--- config.mk ---
export PLATFORM = sky130hd
export DESIGN_NAME = ssmc_top
export DESIGN_NICKNAME = d
export VERILOG_FILES = /design/src/ssmc_sync.v /design/src/ssmc_top.v
export VERILOG_INCLUDE_DIRS = /design/src
export SDC_FILE = /design/constraint.sdc
export NUM_CORES = 1
export LEC_CHECK = 0
export BUFFER_PORTS_ARGS = -buffer_cell sky130_fd_sc_hd__buf_2
export CAP_MARGIN = 20
export CORE_UTILIZATION = 53
export CTS_CLUSTER_DIAMETER = 40
export DETAILED_ROUTE_END_ITERATION = 8
export PLACE_DENSITY = 0.84
export SYNTH_ARGS = -nofsm -noshare
export SYNTH_HDL_FRONTEND = slang
export SYNTH_SLANG_ARGS = --single-unit
--- constraint.sdc ---
create_clock -name CLOCK_I -period 3.56 [get_ports CLOCK_I]
set_input_delay 0.356 -clock CLOCK_I [delete_from_list [all_inputs] [get_ports CLOCK_I]]
set_output_delay 0.356 -clock CLOCK_I [all_outputs]
set_load 0.03 [all_outputs]
--- src/ssmc_map.vh ---
// Purpose: constants for the supply sequence mode controller
// Assumes: 100 MHz core clock
// Notes: times are given in microseconds, counts derive from them
`ifndef SSMC_MAP_VH
`define SSMC_MAP_VH
`define SSMC_CLK_MHZ 100
`define SSMC_NCH 4
`define SSMC_NMON 9
`define SSMC_SCAN_US 2000
`define SSMC_SCAN_CYC ((`SSMC_SCAN_US * `SSMC_CLK_MHZ) / `SSMC_NMON)
`define SSMC_RTO0_US 640
`define SSMC_RTO1_US 25000
`define SSMC_RTO2_US 100000
`define SSMC_RTO3_US 200000
`define SSMC_RTO0_CYC (25'd`SSMC_RTO0_US * 25'd`SSMC_CLK_MHZ)
`define SSMC_RTO1_CYC (25'd`SSMC_RTO1_US * 25'd`SSMC_CLK_MHZ)
`define SSMC_RTO2_CYC (25'd`SSMC_RTO2_US * 25'd`SSMC_CLK_MHZ)
`define SSMC_RTO3_CYC (25'd`SSMC_RTO3_US * 25'd`SSMC_CLK_MHZ)
`define SSMC_MD_IDLE 3'h0
`define SSMC_MD_PON 3'h1
`define SSMC_MD_SETTLE 3'h2
`define SSMC_MD_MON 3'h3
`define SSMC_MD_MARG 3'h4
`define SSMC_MD_POFF 3'h5
`define SSMC_MARG_NOM 2'h0
`define SSMC_MARG_HI 2'h1
`define SSMC_MARG_LO 2'h2
`endif

--- src/ssmc_sync.v ---
// Purpose: three stage pin synchroniser with agreement filter
// Assumes: input is asynchronous to CLOCK_I
// Notes: output changes once stages two and three agree
`default_nettype none
module ssmc_sync
(
	input wire clk_i, // Core clock
	input wire nrst_i, // Synchronous reset, active low
	input wire rst_val_i, // Value held during reset
	input wire din_i, // Asynchronous pin level
	output reg dout_o // Filtered level
);
	reg s1; // First stage, read only by s2
	reg s2; // Second stage
	reg s3; // Third stage
	// Shift and accept on agreement
	always @(posedge clk_i)
	begin
		if (!nrst_i)
		begin
			s1 <= rst_val_i;
			s2 <= rst_val_i;
			s3 <= rst_val_i;
			dout_o <= rst_val_i;
		end
		else
		begin
			s1 <= din_i;
			s2 <= s1;
			s3 <= s2;
			if (s2 == s3)
				dout_o <= s3;
		end
	end
endmodule
`default_nettype wire

--- src/ssmc_top.v ---
// Purpose: mode controller of a four channel supply sequencer
// Assumes: limit flags arrive synchronous, one per scan slot
// Notes: analog regulation and host framing live outside
`default_nettype none
`include "ssmc_map.vh"
module ssmc_top
(
	input wire CLOCK_I, // Core clock, 100 MHz
	input wire NRST_I, // Synchronous reset, active low
	input wire POWER_UP_REQUEST_I, // Request pin level
	output reg POWER_UP_REQUEST_O, // Request pin drive low
	output reg POWER_UP_REQUEST_OE_O, // Request pin drive enable
	input wire FORCED_OFF_LINE_N_I, // Forced-off pin level
	output reg FORCED_OFF_LINE_N_O, // Forced-off pin drive low
	output reg FORCED_OFF_LINE_N_OE_O, // Forced-off pin drive enable
	input wire CHAIN_LINE_I, // Chain line level from peers
	output reg CHAIN_LINE_O, // Chain line drive low
	output reg CHAIN_LINE_OE_O, // Chain line drive enable
	input wire MANUAL_RESET_N_I, // Manual reset pin, active low
	input wire [7:0] SEQ_ORDER_I, // Slot per channel, 2 bits each
	input wire [3:0] ENABLE_POL_I, // Enable active level per channel
	input wire [3:0] CH_USED_I, // Channel takes part in sequence
	input wire [15:0] TERM_TIMEOUT_I, // Stall limit in scan periods
	input wire TERM_ON_EN_I, // Termination timer on power-on
	input wire TERM_OFF_EN_I, // Termination timer on power-off
	input wire REGULATION_EN_I, // Output regulation enabled
	input wire [1:0] RESET_TIMEOUT_SEL_I, // Reset release delay select
	input wire [8:0] UV1_I, // Under limit one crossed, per input
	input wire [8:0] UV2_I, // Under limit two crossed, per input
	input wire [8:0] OV1_I, // Over limit one crossed, per input
	input wire [8:0] OV2_I, // Over limit two crossed, per input
	input wire [3:0] SEQ_THR_I, // Supply above sequence threshold
	input wire [3:0] SUPPLY_OFF_I, // Supply has fallen off
	input wire [8:0] TRIG_RESET_I, // Input faults drive reset
	input wire [8:0] TRIG_GOOD_I, // Input counted for good
	input wire [8:0] TRIG_ALARM_I, // Input faults drive alarm
	input wire [8:0] TRIG_POFF_I, // Input faults start power-off
	input wire [8:0] TRIG_FOFF_I, // Input faults force shutdown
	input wire MARGIN_CMD_I, // Host margin request pulse
	input wire MARGIN_EXIT_I, // Host leave margin pulse
	input wire [7:0] MARGIN_SET_I, // Target per supply, 2 bits each
	input wire POWER_OFF_CMD_I, // Host power-off pulse
	input wire [3:0] CONV_SEL_I, // Selected single channel
	input wire CONV_REQ_I, // Single conversion request pulse
	input wire [9:0] CONV_DATA_I, // Converter result for slot
	output reg [3:0] CONVERTER_ENABLE_O, // Enable outputs, polarity applied
	output reg [3:0] SCAN_SLOT_O, // Channel the converter visits
	output reg [3:0] REG_ACTIVE_O, // Regulation per supply
	output reg [7:0] REG_TARGET_O, // Target per supply
	output reg SUPPLIES_GOOD_O, // All good, active high
	output reg RESET_N_O, // Reset, active low
	output reg ALARM_N_O, // Alarm, active low
	output reg [2:0] MODE_O, // Current operating mode
	output reg [9:0] CONV_RESULT_O, // Single conversion result
	output reg CONV_DONE_O // Result valid, level until next request
);
	// Synchronised pins
	wire req_s; // Request pin level
	wire foff_n_s; // Forced-off level
	wire mr_n_s; // Manual reset level
	wire chain_s; // Chain level
	ssmc_sync u_req (.clk_i(CLOCK_I), .nrst_i(NRST_I), .rst_val_i(1'b1),
		.din_i(POWER_UP_REQUEST_I), .dout_o(req_s));
	ssmc_sync u_foff (.clk_i(CLOCK_I), .nrst_i(NRST_I), .rst_val_i(1'b1),
		.din_i(FORCED_OFF_LINE_N_I), .dout_o(foff_n_s));
	ssmc_sync u_mr (.clk_i(CLOCK_I), .nrst_i(NRST_I), .rst_val_i(1'b1),
		.din_i(MANUAL_RESET_N_I), .dout_o(mr_n_s));
	ssmc_sync u_chain (.clk_i(CLOCK_I), .nrst_i(NRST_I), .rst_val_i(1'b1),
		.din_i(CHAIN_LINE_I), .dout_o(chain_s));

	reg [2:0] mode; // Operating mode
	reg req_d; // Previous request level
	reg [3:0] en; // Logical enables
	reg [1:0] step; // Current sequence position
	reg [15:0] scan_cnt; // Cycles within scan slot
	reg [3:0] slot; // Current scan slot
	reg [15:0] stall_cnt; // Scan periods without progress
	reg [8:0] fault; // Latched per-input fault flags
	reg [24:0] rto_cnt; // Reset release counter
	reg pulse_foff; // Own forced-off drive request
	wire [3:0] in_step; // Channels in current position
	wire [3:0] step_thr_ok; // Per channel threshold met
	wire [3:0] step_off_ok; // Per channel fallen off
	wire slot_end; // Last cycle of a scan slot
	wire period_end; // Last cycle of nine slots
	wire req_rise; // Request pin rising
	wire req_fall; // Request pin falling
	wire fault_poff; // Fault starts power-off
	wire fault_foff; // Fault forces shutdown
	wire rst_src; // Any reset source active
	reg [24:0] rto_lim; // Selected reset delay in cycles

	// Per-channel decode of sequence position
	genvar g;
	generate
		for (g = 0; g < `SSMC_NCH; g = g + 1)
		begin : g_ch
			assign in_step[g] = CH_USED_I[g] && (SEQ_ORDER_I[2*g+1:2*g] == step);
			assign step_thr_ok[g] = !in_step[g] || SEQ_THR_I[g];
			assign step_off_ok[g] = !in_step[g] || SUPPLY_OFF_I[g];
		end
	endgenerate

	assign slot_end = (scan_cnt == `SSMC_SCAN_CYC - 1);
	assign period_end = slot_end && (slot == `SSMC_NMON - 1);
	assign req_rise = req_s && !req_d;
	assign req_fall = !req_s && req_d;
	assign fault_poff = |(fault & TRIG_POFF_I);
	assign fault_foff = |(fault & TRIG_FOFF_I);
	assign rst_src = !mr_n_s || (|(fault & TRIG_RESET_I)) || (mode != `SSMC_MD_MON);

	// Reset delay select
	always @*
	begin
		case (RESET_TIMEOUT_SEL_I)
			2'h0: rto_lim = `SSMC_RTO0_CYC;
			2'h1: rto_lim = `SSMC_RTO1_CYC;
			2'h2: rto_lim = `SSMC_RTO2_CYC;
			default: rto_lim = `SSMC_RTO3_CYC;
		endcase
	end

	// round-robin scan, flags sampled per slot
	always @(posedge CLOCK_I)
	begin
		if (!NRST_I)
		begin
			scan_cnt <= 16'h0;
			slot <= 4'h0;
			fault <= 9'h0;
		end
		else
		begin
			scan_cnt <= slot_end ? 16'h0 : scan_cnt + 16'h1;
			if (slot_end)
			begin
				// any of the four limits marks a fault
				fault[slot] <= UV1_I[slot] | UV2_I[slot] | OV1_I[slot] | OV2_I[slot];
				slot <= (slot == `SSMC_NMON - 1) ? 4'h0 : slot + 4'h1;
			end
		end
	end

	// Mode machine
	always @(posedge CLOCK_I)
	begin
		if (!NRST_I)
		begin
			mode <= `SSMC_MD_IDLE;
			req_d <= 1'b1;
			en <= 4'h0;
			step <= 2'h0;
			stall_cnt <= 16'h0;
			pulse_foff <= 1'b0;
			REG_ACTIVE_O <= 4'h0;
			REG_TARGET_O <= 8'h0;
		end
		else
		begin
			req_d <= req_s;
			pulse_foff <= 1'b0;
			if (period_end)
				stall_cnt <= stall_cnt + 16'h1;
			if (!foff_n_s)
			begin
				en <= 4'h0;
				REG_ACTIVE_O <= 4'h0;
				mode <= `SSMC_MD_IDLE;
			end
			else
			begin
				case (mode)
					`SSMC_MD_IDLE:
					begin
						if (req_rise)
						begin
							mode <= `SSMC_MD_PON;
							step <= 2'h0;
							stall_cnt <= 16'h0;
						end
					end
					`SSMC_MD_PON:
					begin
						en <= en | in_step;
						if (&step_thr_ok && ((en & in_step) == in_step))
						begin
							stall_cnt <= 16'h0;
							if (step == 2'h3)
								mode <= `SSMC_MD_SETTLE;
							else
								step <= step + 2'h1;
						end
						else if (TERM_ON_EN_I && stall_cnt >= TERM_TIMEOUT_I)
						begin
							en <= 4'h0;
							mode <= `SSMC_MD_IDLE;
						end
					end
					`SSMC_MD_SETTLE:
					begin
						// used supplies above under limit one, regulate to nominal
						if (!(|(UV1_I[3:0] & CH_USED_I)) && chain_s)
						begin
							REG_ACTIVE_O <= REGULATION_EN_I ? CH_USED_I : 4'h0;
							REG_TARGET_O <= 8'h0;
							mode <= `SSMC_MD_MON;
						end
					end
					`SSMC_MD_MON:
					begin
						// three power-off causes; only from here
						if (req_fall || POWER_OFF_CMD_I || fault_poff)
						begin
							REG_ACTIVE_O <= 4'h0;
							step <= 2'h3;
							stall_cnt <= 16'h0;
							mode <= `SSMC_MD_POFF;
						end
						else if (fault_foff)
							pulse_foff <= 1'b1;
						else if (MARGIN_CMD_I)
						begin
							REG_TARGET_O <= MARGIN_SET_I;
							mode <= `SSMC_MD_MARG;
						end
					end
					`SSMC_MD_MARG:
					begin
						REG_TARGET_O <= MARGIN_SET_I;
						if (MARGIN_EXIT_I)
						begin
							REG_TARGET_O <= 8'h0;
							mode <= `SSMC_MD_MON;
						end
					end
					`SSMC_MD_POFF:
					begin
						en <= en & ~in_step;
						if (&step_off_ok && ((en & in_step) == 4'h0))
						begin
							stall_cnt <= 16'h0;
							if (step == 2'h0)
								mode <= `SSMC_MD_IDLE;
							else
								step <= step - 2'h1;
						end
						else if (TERM_OFF_EN_I && stall_cnt >= TERM_TIMEOUT_I)
							pulse_foff <= 1'b1;
					end
					default:
						mode <= `SSMC_MD_IDLE;
				endcase
			end
		end
	end

	// Reset timeout counter
	always @(posedge CLOCK_I)
	begin
		if (!NRST_I)
			rto_cnt <= 25'h0;
		else if (rst_src)
			rto_cnt <= 25'h0;
		else if (rto_cnt < rto_lim)
			rto_cnt <= rto_cnt + 25'h1;
	end

	// Registered outputs
	always @(posedge CLOCK_I)
	begin
		if (!NRST_I)
		begin
			CONVERTER_ENABLE_O <= ~ENABLE_POL_I;
			SUPPLIES_GOOD_O <= 1'b0;
			RESET_N_O <= 1'b0;
			ALARM_N_O <= 1'b1;
			MODE_O <= `SSMC_MD_IDLE;
			SCAN_SLOT_O <= 4'h0;
			POWER_UP_REQUEST_O <= 1'b0;
			POWER_UP_REQUEST_OE_O <= 1'b0;
			FORCED_OFF_LINE_N_O <= 1'b0;
			FORCED_OFF_LINE_N_OE_O <= 1'b0;
			CHAIN_LINE_O <= 1'b0;
			CHAIN_LINE_OE_O <= 1'b0;
			CONV_RESULT_O <= 10'h0;
			CONV_DONE_O <= 1'b0;
		end
		else
		begin
			CONVERTER_ENABLE_O <= ~(en ^ ENABLE_POL_I);
			MODE_O <= mode;
			SCAN_SLOT_O <= CONV_REQ_I ? CONV_SEL_I : slot;
			ALARM_N_O <= !(|(fault & TRIG_ALARM_I));
			if (mode == `SSMC_MD_MARG)
			begin
				// margin forces good and released reset
				SUPPLIES_GOOD_O <= 1'b1;
				RESET_N_O <= 1'b1;
			end
			else
			begin
				// good only in monitor mode and in limits
				SUPPLIES_GOOD_O <= (mode == `SSMC_MD_MON) && !(|(fault & TRIG_GOOD_I));
				RESET_N_O <= !rst_src && (rto_cnt >= rto_lim);
			end
			// forced-off also pulls the request low
			POWER_UP_REQUEST_OE_O <= !foff_n_s || pulse_foff;
			FORCED_OFF_LINE_N_OE_O <= pulse_foff;
			// hold chain low until our sequence done
			CHAIN_LINE_OE_O <= (mode == `SSMC_MD_PON) || (mode == `SSMC_MD_POFF);
			if (CONV_REQ_I)
				CONV_DONE_O <= 1'b0;
			else if (slot_end && SCAN_SLOT_O == CONV_SEL_I)
			begin
				CONV_RESULT_O <= CONV_DATA_I;
				CONV_DONE_O <= 1'b1;
			end
		end
	end
endmodule
`default_nettype wire

==> impl_metrics.py <==
metrics = {
    "global_route": {
        "grt_overflow": 0,
        "grt_pass1_vias": 6733,
        "grt_antenna_before_repair": 3,
        "grt_pass1_wl_um": 31700,
        "grt_max_degree": 45,
        "grt_use_total_pct": 27.72,
    },
    "timing": {
        "slew_headroom_pct": 48.12,
        "max_freq_mhz": 360.6,
        "worstMarginPinSlew_ns": 0.7731,
        "finalMaxSlewViolations": 0,
        "fin_skew_ns": 0.007675,
        "tns_ns": 0,
        "whs_ns": 0.1220,
        "fin_crit_sh_pct": 77.90,
        "min_period_ns": 2.773,
        "hold_violations": 0,
        "setup_viol": 0,
        "rsz0062_at_grt": "false",
    },
    "critical_path": {
        "cp_max_fo": 16,
        "cp_data_required_time_ns": 3.82,
        "cp-end-kind": "flop",
        "arrival_ns": 3.04,
        "worstReg2RegStart": "step[1]",
        "worstSetupStartpointType": "flop",
        "criticalPathCategory": "flop to flop",
        "r2r_cells": 7,
        "r2r_end": "stall_cnt[8]",
        "startpoint": "step[1]",
        "reg2reg_slack_ns": 0.79,
        "cp-endpoint": "stall_cnt[8]",
    },
    "synthesis": {
        "yosysSeqAreaShare_pct": 36.36,
        "yosys.cell_count.top_type": "dfxtp_1",
        "synth_edf_count": 0,
        "synth_flop_cell": "dfxtp_1",
        "synth_largest_area_cell": "dfxtp_1",
        "ys.warnings.count": 0,
        "synth_seq_cells": 137,
        "postSynthCellCount": 888,
        "avgSynthCellArea_um2": 8.495,
        "synth_cell_types": 72,
        "synth.area.top_cells": "dfxtp_1, ha_1, nor2_1",
        "synthArstFlopShare_pct": 0,
        "synth_top_area_share_pct": 36.36,
        "netlist_top_cells_count": "dfxtp_1, nor2_1, nand2_1, ha_1, inv_1",
        "syn_area_um2": 7543,
    },
    "cts": {
        "cts-buffers-inserted": 17,
        "clock_latency_ns": 0.41,
        "cts_setup_buffers": 0,
        "cts.reportedPaths.clkPinSlew_ns": 0.05,
        "cts_resized": 0,
        "cts_tree": "built",
        "cts_sinks": 137,
        "root_buffer": "clkbuf_16",
        "h-tree-depth": 4,
        "cts.path.max_buffers": 2,
        "ctsHoldBuffers": 0,
    },
    "power_and_ir_drop": {
        "combPwrFrac_pct": 13.9,
        "pwr-share-clk_pct": 42.6,
        "p_leak_nw": 3.787,
        "ir_worst_vdd_mv": 0.3293,
        "p_int_w": 0.002821,
        "power_density_nw_per_um2": 413.7,
        "sw_frac_of_total_pct": 25.63,
        "switching_power_w": 0.0009722,
        "power_frac_seq_pct": 43.4,
    },
    "final_layout": {
        "regArea_um2": 2743,
        "nets": 1282,
        "multi_input_area_um2": 4464,
        "area_growth_pct": 21.53,
        "fillers": 1179,
        "drive_gt1_share_pct": 22.74,
        "utilization_pct": 66.04,
    },
    "detailed_routing": {
        "route.vias.total": 7109,
        "routedWlPerCell_um": 15.39,
        "drt-vias-per-instance": 5.602,
        "drt-initial-drc-count": 487,
        "drtAntennaViolNets": 0,
        "drt_pass1_iterations": 4,
        "routed_wl_um": 19530,
        "remaining_drc_errors": 0,
    },
    "place": {
        "io_buffers": 197,
        "dp.final_hpwl_um": 14790,
        "gp_congestion": 0.9398,
    },
    "hold_path": {
        "min_from": "CHAIN_LINE_I",
        "min_path_type": "input pin to flop",
    },
    "floorplan": {
        "die_w_um": 121.3,
        "start_util_pct": 54.34,
        "dieHeight_um": 121.3,
        "coreArea_um2": 13880,
        "top_level_ports": 201,
        "core.rowCount": 43,
        "dieArea_um2": 14710,
    },
    "flow_run": {
        "drv_cap": 0,
    },
    "status": {
        "status": "complete, no violations",
    },
}
[critical path, cell delays in order, from the launching register on]
cell and delay (ns):
dfxtp_1 0.61, xnor2_1 0.18, o2111ai_1 0.18, nand4_1 0.21, a31o_1 0.31, a2111oi_4 0.41
nand2b_1 0.58, nor2_1 0.14
[routing by layer]
metal,up-vias,GRT usage (%),routed length [µm]
met2,264,47.19,9254
met5,-,0,0
li1,3531,-,-
met1,3280,34.14,8512
met3,34,6.109,1272
met4,0,9.877,490
[layout make-up]
cell class                      instances  share of cell area (%)
Clock buffer                           26                   5.446
Antenna cell                            3                 0.08189
Timing Repair Buffer                  201                   11.08
Tap cell                              180                   2.457
Clock inverter                          3                  0.4367
Multi-Input combinational cell        673                   48.70
Sequential cell                       137                   29.92
Inverter                               46                   1.883
[power groups by stage]
| stage | Combinational (W) | Sequential [W] | Clock [W] |
|---|---|---|---|
| finish | 0.000529 | 0.00165 | 0.00162 |
| global route | 0.000586 | 0.00166 | 0.00172 |
| CTS | 0.000527 | 0.00165 | 0.00164 |
| detailed placement | 0.000524 | 0.00168 | 0 |
| global placement | 0.000513 | 0.00167 | 0 |
| floorplan | 0.000346 | 0.00169 | 0 |
[metrics by stage]
stage,instances,instance area [µm²],total power [W],worst slack [ns]
after floorplan,890,7551,0.002033,0.9401
after CTS,1266,9160,0.003814,0.8395
after global placement,1237,8621,0.002188,0.6553
final,1269,9168,0.003793,0.7867
after detailed placement,1237,8621,0.002201,0.5259
after global routing,1268,9165,0.003958,0.5471
[flip-flops by register name (all words and copies together), names as in the netlist, 2 cells and up]
signal and flops:
en 4, SCAN_SLOT_O 4, REG_ACTIVE_O 4, MODE_O 3, step 2, fault 9
slot 4, scan_cnt 16, REG_TARGET_O 8, mode 3, stall_cnt 16, CONV_RESULT_O 10
CONVERTER_ENABLE_O 4, rto_cnt 25
[worst min path at each step]
stage / slack, ns / endpoint / cells past startpoint
6_report: 0.12 / u_chain.s1 / 2
5_1_grt: 0.12 / u_chain.s1 / 2
4_1_cts: 0.12 / u_mr.s1 / 2
3_5_place_dp: 0.39 / u_chain.s2 / 1
3_3_place_gp: 0.39 / u_mr.s2 / 1
2_1_floorplan: 0.39 / u_chain.s2 / 1
[kinds of logic (layout without fill, tap and decap cells)]
group	Yosys count	after routing	share of synthesized area (%)
xor+xnor	53	53	6.154
fa+ha+maj	48	48	7.962
compound gates	176	176	16.57
other cells	1	6	0.04971
simple gates	372	372	25.31
flops	137	137	36.36
buf+inv	80	276	4.628
mux	21	21	2.969
[cell usage in the layout, fill, tap and decap left out, types with 5 or more instances in the layout]
| master | n |
|---|---|
| buf_2 | 197 |
| dfxtp_1 | 137 |
| nor2_1 | 89 |
| nand2_1 | 86 |
| ha_1 | 48 |
| inv_1 | 46 |
| nand3_1 | 40 |
| a21oi_1 | 39 |
| xnor2_1 | 30 |
| nand4_1 | 28 |
| o21ai_0 | 28 |
| xor2_1 | 23 |
| nand2b_1 | 20 |
| mux2i_1 | 19 |
| nor2b_1 | 19 |
| clkbuf_16 | 17 |
| and3_1 | 15 |
| and2_1 | 13 |
| a21boi_0 | 13 |
| a22oi_1 | 11 |
| o21a_1 | 11 |
| or4_1 | 10 |
| o31ai_1 | 9 |
| nor4_1 | 8 |
| and2_0 | 8 |
| a21o_1 | 7 |
| a31oi_1 | 7 |
| nor3_1 | 6 |
| a211oi_1 | 6 |
| o2111ai_1 | 6 |
| clkbuf_1 | 5 |
(Power assumes the default switching activity.)
